File: src/mfsr_pkg.sv
package mfsr_pkg;
   // ----------------------------------------------------------------
   // register map
   // ----------------------------------------------------------------
   localparam int unsigned MFSR_ADDR_W = 4;
   localparam int unsigned MFSR_DATA_W = 12;
   localparam logic [MFSR_ADDR_W-1:0] MFSR_FAULT_STATUS_ADDR = 4'h7;
   localparam logic [MFSR_DATA_W-1:0] MFSR_FAULT_STATUS_RESET = 12'h000;
   localparam logic [MFSR_DATA_W-1:0] MFSR_UNMAPPED_DATA = 12'h000;
   localparam logic [3:0] MFSR_RESERVED_VALUE = 4'h0;

   // ----------------------------------------------------------------
   // bit positions in fault_status
   // ----------------------------------------------------------------
   localparam int unsigned MFSR_BIT_OVERTEMP = 0;
   localparam int unsigned MFSR_BIT_OC_A = 1;
   localparam int unsigned MFSR_BIT_OC_B = 2;
   localparam int unsigned MFSR_BIT_LOCKOUT = 3;
   localparam int unsigned MFSR_BIT_PRED_A = 4;
   localparam int unsigned MFSR_BIT_PRED_B = 5;
   localparam int unsigned MFSR_BIT_STALL_LIVE = 6;
   localparam int unsigned MFSR_BIT_STALL_LAT = 7;
   localparam int unsigned MFSR_RSVD_LSB = 8;
   localparam int unsigned MFSR_RSVD_MSB = 11;

   // ----------------------------------------------------------------
   // sticky flag slots inside the flag store
   // ----------------------------------------------------------------
   localparam int unsigned MFSR_NUM_STICKY = 5;
   localparam int unsigned MFSR_SLOT_OC_A = 0;
   localparam int unsigned MFSR_SLOT_OC_B = 1;
   localparam int unsigned MFSR_SLOT_PRED_A = 2;
   localparam int unsigned MFSR_SLOT_PRED_B = 3;
   localparam int unsigned MFSR_SLOT_STALL = 4;

   typedef logic [MFSR_NUM_STICKY-1:0] mfsr_sticky_t;
endpackage

File: src/mfsr_flag_if.sv
`timescale 1ns/10ps
// carries set, clear and the held flags between the top and the flag store
interface mfsr_flag_if;
   import mfsr_pkg::*;
   mfsr_sticky_t set;
   mfsr_sticky_t clr;
   mfsr_sticky_t flags;
   modport store (input set, input clr, output flags);
   modport user (output set, output clr, input flags);
endinterface

File: src/mfsr_fault_status.sv
`timescale 1ns/10ps
// Notes on behaviour
// - bit 0 mirrors live overtemperature, read-only
// - bit 1 latches channel A overcurrent; write-0 clears
// - bit 2 latches channel B overcurrent; write-0 clears
// - bit 3 mirrors live supply lockout, read-only
// - bit 4 latches channel A predriver fault; write-0 clears
// - bit 5 latches channel B predriver fault; write-0 clears
// - bit 6 live stall, bit 7 latched stall
// - defined bits reset zero; bits 11-8 reserved
module mfsr_fault_status
   import mfsr_pkg::*;
(
   // clock and reset
   input wire logic clock,
   input wire logic rst,
   // register access port
   input wire logic [MFSR_ADDR_W-1:0] reg_addr,
   input wire logic reg_wr_en,
   input wire logic [MFSR_DATA_W-1:0] reg_wr_data,
   input wire logic reg_rd_en,
   output logic [MFSR_DATA_W-1:0] reg_rd_data,
   output logic reg_rd_valid,
   // fault detector levels, asynchronous to clock
   input wire logic overtemp_det,
   input wire logic lockout_det,
   input wire logic oc_a_det,
   input wire logic oc_b_det,
   input wire logic pred_a_det,
   input wire logic pred_b_det,
   input wire logic stall_det,
   // drive permission per channel
   output logic chan_a_run,
   output logic chan_b_run
);
   // detector order inside both synchroniser stages
   localparam int unsigned SY_OVERTEMP = 0;
   localparam int unsigned SY_LOCKOUT = 1;
   localparam int unsigned SY_OC_A = 2;
   localparam int unsigned SY_OC_B = 3;
   localparam int unsigned SY_PRED_A = 4;
   localparam int unsigned SY_PRED_B = 5;
   localparam int unsigned SY_STALL = 6;
   localparam int unsigned NDET = SY_STALL + 1;

   typedef struct packed {
      logic [NDET-1:0] sync1;
      logic [NDET-1:0] sync2;
      logic [MFSR_DATA_W-1:0] rd_data;
      logic rd_valid;
      logic run_a;
      logic run_b;
   } mfsr_top_s;

   mfsr_top_s st_reg;
   mfsr_top_s st_next;
   mfsr_flag_if fl ();
   logic [MFSR_DATA_W-1:0] word;
   logic wr_hit;
   logic overtemp_shutdown_flag;
   logic supply_lockout_flag;
   logic stall_live_flag;
   logic chan_a_overcurrent_flag;
   logic chan_b_overcurrent_flag;
   logic chan_a_predriver_fault_flag;
   logic chan_b_predriver_fault_flag;
   logic stall_latched_flag;

   // ----------------------------------------------------------------
   // sticky flag store
   // ----------------------------------------------------------------
   mfsr_sticky_flags #(.N(MFSR_NUM_STICKY)) u_flags (
      .clock(clock),
      .rst(rst),
      .fl(fl)
   );

   // address decode used by the write path and the read path
   function automatic logic addr_hit(input logic [MFSR_ADDR_W-1:0] a);
      return a == MFSR_FAULT_STATUS_ADDR;
   endfunction

   // ----------------------------------------------------------------
   // field views
   // ----------------------------------------------------------------
   // live bits read only the second stage, never the metastable first one
   assign overtemp_shutdown_flag = st_reg.sync2[SY_OVERTEMP];
   assign supply_lockout_flag = st_reg.sync2[SY_LOCKOUT];
   assign stall_live_flag = st_reg.sync2[SY_STALL];
   assign chan_a_overcurrent_flag = fl.flags[MFSR_SLOT_OC_A];
   assign chan_b_overcurrent_flag = fl.flags[MFSR_SLOT_OC_B];
   assign chan_a_predriver_fault_flag = fl.flags[MFSR_SLOT_PRED_A];
   assign chan_b_predriver_fault_flag = fl.flags[MFSR_SLOT_PRED_B];
   assign stall_latched_flag = fl.flags[MFSR_SLOT_STALL];
   assign wr_hit = reg_wr_en & addr_hit(reg_addr);

   // assemble the readable word; reserved nibble is a constant
   always_comb begin
      word = MFSR_FAULT_STATUS_RESET;
      word[MFSR_BIT_OVERTEMP] = overtemp_shutdown_flag;
      word[MFSR_BIT_OC_A] = chan_a_overcurrent_flag;
      word[MFSR_BIT_OC_B] = chan_b_overcurrent_flag;
      word[MFSR_BIT_LOCKOUT] = supply_lockout_flag;
      word[MFSR_BIT_PRED_A] = chan_a_predriver_fault_flag;
      word[MFSR_BIT_PRED_B] = chan_b_predriver_fault_flag;
      word[MFSR_BIT_STALL_LIVE] = stall_live_flag;
      word[MFSR_BIT_STALL_LAT] = stall_latched_flag;
      word[MFSR_RSVD_MSB:MFSR_RSVD_LSB] = MFSR_RESERVED_VALUE;
   end

   // ----------------------------------------------------------------
   // set and clear requests to the flag store
   // ----------------------------------------------------------------
   // detectors hold their level while the fault lasts, so a flag is set
   // every cycle the condition stands; a clear then only sticks once it is gone
   always_comb begin
      fl.set = '0;
      fl.clr = '0;
      fl.set[MFSR_SLOT_OC_A] = st_reg.sync2[SY_OC_A];
      fl.set[MFSR_SLOT_OC_B] = st_reg.sync2[SY_OC_B];
      fl.set[MFSR_SLOT_PRED_A] = st_reg.sync2[SY_PRED_A];
      fl.set[MFSR_SLOT_PRED_B] = st_reg.sync2[SY_PRED_B];
      fl.set[MFSR_SLOT_STALL] = st_reg.sync2[SY_STALL];
      // only a written zero clears; ones and other bits are ignored
      fl.clr[MFSR_SLOT_OC_A] = wr_hit & ~reg_wr_data[MFSR_BIT_OC_A];
      fl.clr[MFSR_SLOT_OC_B] = wr_hit & ~reg_wr_data[MFSR_BIT_OC_B];
      fl.clr[MFSR_SLOT_PRED_A] = wr_hit & ~reg_wr_data[MFSR_BIT_PRED_A];
      fl.clr[MFSR_SLOT_PRED_B] = wr_hit & ~reg_wr_data[MFSR_BIT_PRED_B];
      fl.clr[MFSR_SLOT_STALL] = wr_hit & ~reg_wr_data[MFSR_BIT_STALL_LAT];
   end

   // ----------------------------------------------------------------
   // synchronisers, read port and run gating
   // ----------------------------------------------------------------
   always_comb begin
      st_next = st_reg;
      st_next.sync1 = {stall_det, pred_b_det, pred_a_det, oc_b_det, oc_a_det,
                       lockout_det, overtemp_det};
      st_next.sync2 = st_reg.sync1;
      st_next.rd_valid = reg_rd_en;
      if (reg_rd_en) begin
         st_next.rd_data = addr_hit(reg_addr) ? word : MFSR_UNMAPPED_DATA;
      end
      // a channel stays halted until its latched faults are cleared
      st_next.run_a = ~(chan_a_overcurrent_flag | chan_a_predriver_fault_flag);
      st_next.run_b = ~(chan_b_overcurrent_flag | chan_b_predriver_fault_flag);
   end

   // one register stage holds all top state; reset zeroes read data and run
   always_ff @(posedge clock) begin
      if (rst) begin
         st_reg <= '0;
      end else begin
         st_reg <= st_next;
      end
   end

   assign reg_rd_data = st_reg.rd_data;
   assign reg_rd_valid = st_reg.rd_valid;
   assign chan_a_run = st_reg.run_a;
   assign chan_b_run = st_reg.run_b;

   // ----------------------------------------------------------------
   // checks
   // ----------------------------------------------------------------
   chk_overtemp_live: assert property (@(posedge clock) disable iff (rst)
      (!$past(rst, 1) && !$past(rst, 2)) |-> word[MFSR_BIT_OVERTEMP] == $past(overtemp_det, 2))
      else $error("overtemp bit does not follow detector");
   chk_lockout_live: assert property (@(posedge clock) disable iff (rst)
      (!$past(rst, 1) && !$past(rst, 2)) |-> word[MFSR_BIT_LOCKOUT] == $past(lockout_det, 2))
      else $error("lockout bit does not follow detector");
   // the run output lags the flag by one register, so the halt shows a cycle later
   chk_oc_a_sets: assert property (@(posedge clock) disable iff (rst)
      st_reg.sync2[SY_OC_A] |=> word[MFSR_BIT_OC_A] ##1 !chan_a_run)
      else $error("channel A overcurrent not latched or not halted");
   chk_oc_a_clear: assert property (@(posedge clock) disable iff (rst)
      (wr_hit && !reg_wr_data[MFSR_BIT_OC_A] && !st_reg.sync2[SY_OC_A])
      |=> !word[MFSR_BIT_OC_A])
      else $error("channel A overcurrent flag not cleared by zero write");
   chk_oc_b_sets: assert property (@(posedge clock) disable iff (rst)
      st_reg.sync2[SY_OC_B] |=> word[MFSR_BIT_OC_B] ##1 !chan_b_run)
      else $error("channel B overcurrent not latched or not halted");
   chk_oc_b_clear: assert property (@(posedge clock) disable iff (rst)
      (wr_hit && !reg_wr_data[MFSR_BIT_OC_B] && !st_reg.sync2[SY_OC_B])
      |=> !word[MFSR_BIT_OC_B])
      else $error("channel B overcurrent flag not cleared by zero write");
   chk_pred_a_sets: assert property (@(posedge clock) disable iff (rst)
      st_reg.sync2[SY_PRED_A] |=> word[MFSR_BIT_PRED_A] ##1 !chan_a_run)
      else $error("channel A predriver fault not latched or not halted");
   chk_pred_a_clear: assert property (@(posedge clock) disable iff (rst)
      (wr_hit && !reg_wr_data[MFSR_BIT_PRED_A] && !st_reg.sync2[SY_PRED_A])
      |=> !word[MFSR_BIT_PRED_A])
      else $error("channel A predriver flag not cleared by zero write");
   chk_pred_b_sets: assert property (@(posedge clock) disable iff (rst)
      st_reg.sync2[SY_PRED_B] |=> word[MFSR_BIT_PRED_B] ##1 !chan_b_run)
      else $error("channel B predriver fault not latched or not halted");
   chk_pred_b_set_wins: assert property (@(posedge clock) disable iff (rst)
      (st_reg.sync2[SY_PRED_B] && wr_hit && !reg_wr_data[MFSR_BIT_PRED_B])
      |=> word[MFSR_BIT_PRED_B])
      else $error("channel B predriver event lost during clear");
   chk_stall_live: assert property (@(posedge clock) disable iff (rst)
      (!$past(rst, 1) && !$past(rst, 2)) |-> word[MFSR_BIT_STALL_LIVE] == $past(stall_det, 2))
      else $error("live stall bit does not follow detector");
   chk_stall_latch: assert property (@(posedge clock) disable iff (rst)
      stall_live_flag |=> stall_latched_flag ##1 (stall_latched_flag || $past(wr_hit)))
      else $error("stall not latched");
   chk_stall_clear: assert property (@(posedge clock) disable iff (rst)
      (wr_hit && !reg_wr_data[MFSR_BIT_STALL_LAT] && !st_reg.sync2[SY_STALL])
      |=> !word[MFSR_BIT_STALL_LAT])
      else $error("latched stall not cleared by zero write");
   chk_run_a_resume: assert property (@(posedge clock) disable iff (rst)
      (!chan_a_overcurrent_flag && !chan_a_predriver_fault_flag) |=> chan_a_run)
      else $error("channel A not released after its faults cleared");
   chk_run_b_resume: assert property (@(posedge clock) disable iff (rst)
      (!chan_b_overcurrent_flag && !chan_b_predriver_fault_flag) |=> chan_b_run)
      else $error("channel B not released after its faults cleared");
   chk_write_one_keep: assert property (@(posedge clock) disable iff (rst)
      (wr_hit && reg_wr_data[MFSR_BIT_OC_A]) |=> $stable(word[MFSR_BIT_OC_A]) || word[MFSR_BIT_OC_A])
      else $error("writing one changed overcurrent flag");
   chk_reset_zero: assert property (@(posedge clock)
      $past(rst) |-> (word[MFSR_BIT_STALL_LAT:MFSR_BIT_OVERTEMP] == 8'h00) &&
         (word[MFSR_RSVD_MSB:MFSR_RSVD_LSB] == MFSR_RESERVED_VALUE))
      else $error("status not zero after reset");
   chk_read_data: assert property (@(posedge clock) disable iff (rst)
      (reg_rd_en && addr_hit(reg_addr)) |=> reg_rd_valid && reg_rd_data == $past(word))
      else $error("read data does not match status word");
   chk_unmapped_read: assert property (@(posedge clock) disable iff (rst)
      (reg_rd_en && !addr_hit(reg_addr)) |=> reg_rd_valid && reg_rd_data == MFSR_UNMAPPED_DATA)
      else $error("unmapped read returned wrong data");
   chk_rsvd_read: assert property (@(posedge clock) disable iff (rst)
      reg_rd_valid |-> reg_rd_data[MFSR_RSVD_MSB:MFSR_RSVD_LSB] == MFSR_RESERVED_VALUE)
      else $error("reserved bits not zero in read data");
   chk_wr_one_stall: assert property (@(posedge clock) disable iff (rst)
      (wr_hit && reg_wr_data[MFSR_BIT_STALL_LAT]) |=> $stable(word[MFSR_BIT_STALL_LAT]) ||
         word[MFSR_BIT_STALL_LAT])
      else $error("writing one changed latched stall flag");
endmodule

File: src/mfsr_sticky_flags.sv
`timescale 1ns/10ps
module mfsr_sticky_flags
   import mfsr_pkg::*;
#(
   parameter int unsigned N = MFSR_NUM_STICKY
) (
   // clock and reset
   input wire logic clock,
   input wire logic rst,
   // flag traffic
   mfsr_flag_if.store fl
);
   typedef struct packed {
      logic [N-1:0] flag;
   } mfsr_store_s;

   mfsr_store_s st_reg;
   mfsr_store_s st_next;

   // ----------------------------------------------------------------
   // per-flag next state
   // ----------------------------------------------------------------
   // a detector event in the clearing cycle wins so no fault is lost
   always_comb begin
      st_next = st_reg;
      for (int i = 0; i < N; i++) begin
         st_next.flag[i] = fl.set[i] | (st_reg.flag[i] & ~fl.clr[i]);
      end
   end

   // reset empties every flag
   always_ff @(posedge clock) begin
      if (rst) begin
         st_reg <= '0;
      end else begin
         st_reg <= st_next;
      end
   end

   assign fl.flags = st_reg.flag;
endmodule
File: config.mk
export PLATFORM = sky130hd
export DESIGN_NAME = mfsr_fault_status
export DESIGN_NICKNAME = d
export VERILOG_FILES = /design/src/mfsr_pkg.sv /design/src/mfsr_flag_if.sv /design/src/mfsr_fault_status.sv /design/src/mfsr_sticky_flags.sv
export SDC_FILE = /design/constraint.sdc
export NUM_CORES = 1
export LEC_CHECK = 0
export ABC_AREA = 1
export BUFFER_PORTS_ARGS = -buffer_cell sky130_fd_sc_hd__buf_2
export CELL_PAD_IN_SITES_DETAIL_PLACEMENT = 2
export CELL_PAD_IN_SITES_GLOBAL_PLACEMENT = 2
export CORE_MARGIN = 2
export CORE_UTILIZATION = 26
export CTS_CLUSTER_SIZE = 20
export DETAILED_ROUTE_END_ITERATION = 8
export PLACE_DENSITY = 0.76
export REMOVE_ABC_BUFFERS = 1
export SLEW_MARGIN = 20
export SYNTH_ARGS = -nofsm -noshare
export SYNTH_HDL_FRONTEND = slang
export SYNTH_SLANG_ARGS = --single-unit
File: constraint.sdc
create_clock -name clock -period 0.9 [get_ports clock]
set_input_delay 0.09 -clock clock [delete_from_list [all_inputs] [get_ports clock]]
set_output_delay 0.09 -clock clock [all_outputs]
set_load 0.01 [all_outputs]
---- Word-level counts from Yosys, hierarchy flattened ----
Cells that the tools add are included.
storage, ports and cells
  register bits after elaboration ......... 34
  latch bits .............................. 0
  bits in writable memories ............... 0
  memory bits (read-only) ................. 0
  word-level logic and storage cells ...... 39
  memories kept ........................... 0
cells by class
  add/sub/neg operators ................... 0
  $mul .................................... 0
  divide/modulo/power cells ............... 0
  magnitude comparators ................... 0
  equal/unequal tests ..................... 1
  shift-type cells ........................ 0
  muxes and demuxes ....................... 1
  bitwise logic cells ..................... 30
  reduce and logical (&&, ||, !) cells .... 0
operators with widths
  kind                                           number
  NOT 1 bit                                      12
  bitwise AND 1 bit                              11
  2-to-1 mux 8 bit                               1
  OR 1 bit                                       7
  == test 4 x 3 -> 1 bit, second input constant  1

---- Longest topological paths before layout ----
  word-level depth ........................ 6
  mapped depth ............................ 7
  mapped depth without buffers ............ 6

---- By module ----
A second synthesis with hierarchy kept.
unflattened totals
  cells, all modules ...................... 133
  area, all modules ....................... 1124.8 um2
by module, submodules not included
  module             instances  cells each  area an instance (um2)
  mfsr_fault_status  1          108         943.4
  mfsr_sticky_flags  1          25          181.4

---- Worst setup path after synthesis ----
No wires, ideal clock.
  path type ............................... in2reg
  from .................................... input port reg_addr[3]
  to ...................................... register u_flags.st_reg, in the netlist u_flags.fl.flags[2]
  library setup time ...................... 119 ps
  data arrival time ....................... 585 ps
  required time ........................... 781 ps
  slack ................................... 196 ps
  stages on the path ...................... 7
  path buffers ............................ 1
  cells stage by stage .................... inv_1 nand2_2 nor2_4 buf_6 nand3_1 nand2_1 a21oi_1
between the ends
  cells in the longest elaborated chain, start to end .. 6
ends and longest elaborated chain
  element                 line                      source
  start: declaration      mfsr_fault_status.sv:18   input wire logic [MFSR_ADDR_W-1:0] reg_addr,
  == test 4 x 3 -> 1 bit  mfsr_fault_status.sv:80   return a == MFSR_FAULT_STATUS_ADDR;
  bitwise AND 1 bit       mfsr_fault_status.sv:95   assign wr_hit = reg_wr_en & addr_hit(reg_addr);
  bitwise AND 1 bit       mfsr_fault_status.sv:127  fl.clr[MFSR_SLOT_PRED_A] = wr_hit & ~reg_wr_data[MFSR_BIT_PRED_A];
  NOT 1 bit               mfsr_sticky_flags.sv:27   st_next.flag[i] = fl.set[i] | (st_reg.flag[i] & ~fl.clr[i]);
  bitwise AND 1 bit       mfsr_sticky_flags.sv:27
  OR 1 bit                mfsr_sticky_flags.sv:27
  end signal: assignment  mfsr_sticky_flags.sv:36   st_reg <= st_next;
  end: declaration        mfsr_sticky_flags.sv:17   mfsr_store_s st_reg;
Every way passes these cells.
A chain may end at the register's enable or synchronous reset.

---- Worst setup path in the final report ----
  from .................................... register st_reg, in the netlist reg_rd_data[5]
  to ...................................... output port reg_rd_data[5]
RTL lines
  element                   line                      source
  start: declaration        mfsr_fault_status.sv:55   mfsr_top_s st_reg;
  start signal: assignment  mfsr_fault_status.sv:154  st_reg <= st_next;
  end: declaration          mfsr_fault_status.sv:22   output logic [MFSR_DATA_W-1:0] reg_rd_data,
No word-level cell between the ends.

==> results by group <==
STA
  • Final Skew: 0.005827 ns
  • Setup_tns: 0 ns
  • Fmax: 1184 MHz
  • Final WS setup: 0.05567 ns
  • RSZ-0062 raised after global routing: false
  • Pins Over Slew Limit: 0
  • Fin crit period: 0.8443 ns
  • Setup-failing EPs final: 0
  • Final hold vios: 0
  • Final Cycle Share: 93.81%
  • Hold slack final: 0.01248 ns

Placement
  • Place WS: -0.01596 ns
  • DP Area: 0.001270 sq mm
  • Post-DP HPWL: 1832 microns
  • GPL Wtd Cong: 0.6701
  • IO buf count: 30
  • DP Cell Count: 202

Final layout
  • Commonest non-fill, non-tap cells in the layout: dfxtp_1 (30), buf_2 (30), inv_1 (25)
  • Fill cell count: 500
  • Area Overhead vs Synth: 20.62%
  • Number of diodes: 0
  • Max reg flops: 8
  • Post-route cell area: 0.001361 sq mm
  • Layout cells sized above 1: 33.13%
  • Nets: 186
  • Cell Count, Final, Fillers Out: 210
  • Final core occ: 33.31%

Detailed routing
  • Final wirelength: 2436 microns
  • WL per Instance: 11.60 microns
  • Antenna Nets Post-Route: 0
  • Vias: 861
  • Vias/cell: 4.100
  • DR pass1 iterations: 2
  • DRC viols: 0
  • Drt initial violations: 10

Logic synthesis
  • Cells after synthesis: 133
  • Netlist cell types: 17
  • Sequential fraction of the synthesis area: 53.22%
  • Post-synthesis register bit count: 30
  • Synth Area in Compound Gates: 11.64%
  • Post-Syn Area: 0.001129 sq mm
  • XOR/XNOR Fraction of Synth Area: 0%
  • Synth warn: 0
  • Largest family of logic cells by synthesized area: buffers and inverters
  • Avg Inst Size Synth: 8.486 sq um
  • Adder-Cell Fraction of Synth Area: 0%
  • Simple-Gate Fraction of Synth Area: 14.97%
  • Multiplexer share of the synthesized area: 0%

Floorplanning
  • Core area: 0.004086 sq mm
  • Chip Width: 69.89 microns
  • Rows: 23
  • Die area: 0.004884 sq mm
  • Num ports: 42
  • Starting Density: 27.62%
  • Die Ht: 69.89 microns

Worst setup path
  • Setup crit start: reg_rd_data[5]$_SDFFE_PP0P_
  • Family with the most delay on the worst path: flip-flops
  • Reg2Reg Capture Point: reg_rd_data[5]$_SDFFE_PP0P_
  • Slowest Stage Delay on Critical Path: 0.34 ns
  • R2R setup slack: 0.22 ns
  • Crit Path Max Fanout: 2
  • Worst Setup End Kind: primary output
  • Critical path class: register to primary output
  • Crit path buf inv count: 1
  • Req. time, crit path: 0.81 ns
  • Cell Chain, Critical Path: buf_2
  • Crit path DAT: 0.75 ns
  • Slowest cell on crit path: dfxtp_1
  • Worst r2r path cells: 2
  • Nature of the critical path startpoint: register
  • R2R Path Start: reg_rd_data[5]$_SDFFE_PP0P_

GRT
  • Grt met2 use: 20.53%
  • Gr busiest metal: met2
  • Global Route Usage Sum: 11.32%
  • Grt ovf: 0
  • Global routing usage on met3: 4.906%
  • Met1 GRT Util: 11.29%
  • Largest net degree at the start of global routing: 18
  • First-pass GRT wire length: 4319 microns
  • Vias in the first global route: 939
  • Initial antenna violation count: 0

Power and ir drop
  • P_leak: 0.6379 nW
  • Max VDD drop: 912.3 uV
  • Total power: 2.752 mW
  • PD cells: 2022 mW/mm^2

Clock network
  • Clock latency on the worst-skew pair: 0.28 ns
  • Sink Count: 30
  • Clock Path Buffers: 2
  • Clock Pin Slew Worst Setup and Hold Paths: 0.06 ns
  • Post-CTS Hold Buffers: 0
  • Setup Fix Bufs, Post-CTS: 0
  • PostCTS Resize Cnt: 0
  • H-tree lvl count: 2
  • CTS tree: done
  • Clock root cell: clkbuf_8
  • Clock buffer count from CTS: 5

Min path
  • Hold Path Depth: 3
  • HP Start: pred_b_det
  • Worst hold endpoint: st_next[20]$_SDFF_PP0_
  • Worst hold path class: primary input to register

Run
  • Max-Cap Viols: 0

Run status
  • Status: completed
-- worst max path at each step --
stage / end / slack (ns) / depth (start not counted)
6_report: reg_rd_data[5] / 0.06 / 1
3_3_place_gp: u_flags.fl.flags[4]$_SDFF_PP0_ / 0.07 / 8
3_5_place_dp: u_flags.fl.flags[4]$_SDFF_PP0_ / -0.02 / 8
4_1_cts: reg_rd_data[6] / 0.04 / 1
2_1_floorplan: u_flags.fl.flags[2]$_SDFF_PP0_ / 0.19 / 6
5_1_grt: reg_rd_data[5] / 0.009 / 1
-- where the power goes --
group          internal [mW]  switching [mW]
registers               1.40          0.0285
logic                  0.101           0.136
clock network          0.615           0.473
total                   2.11           0.637
-- layout make-up --
type                            instances  area, sq um  share of cell area, %
Inverter                               27        101.3                  7.445
Clock buffer                            7        86.33                  6.342
Multi-Input combinational cell         63        315.3                  23.16
Clock inverter                          1        5.005                 0.3676
Sequential cell                        30        600.6                  44.12
Tap cell                               50        62.56                  4.596
Timing Repair Buffer                   32        190.2                  13.97
-- routing by layer --
| layer | part of all wire (%) | vias to the layer above |
|---|---|---|
| met2 | 54 | 23 |
| li1 | - | 431 |
| met5 | 0 | - |
| met1 | 38 | 401 |
| met3 | 5.9 | 6 |
| met4 | 1.8 | 0 |
-- cells in the mapped netlist --
library cell / count / area [sq um]
a21oi_1: 6 / 30.03
a21oi_2: 7 / 61.31
buf_2: 2 / 10.01
buf_4: 12 / 90.09
buf_6: 2 / 22.52
conb_1: 1 / 3.750
dfxtp_1: 30 / 600.6
inv_1: 25 / 93.84
inv_2: 2 / 7.510
nand2_1: 11 / 41.29
nand2_2: 4 / 25.02
nand3_1: 5 / 25.02
nor2_1: 15 / 56.30
nor2_4: 1 / 11.26
nor3_1: 2 / 10.01
o21ai_0: 7 / 35.03
o21ai_1: 1 / 5.000
-- cells by family (layout without fill, tap and decap cells) --
group	count (synthesis)	in the layout
simple gates	38	38
flops	30	30
buf+inv	43	67
compound gates	21	21
other cells	1	4
(Power assumes the default switching activity.)
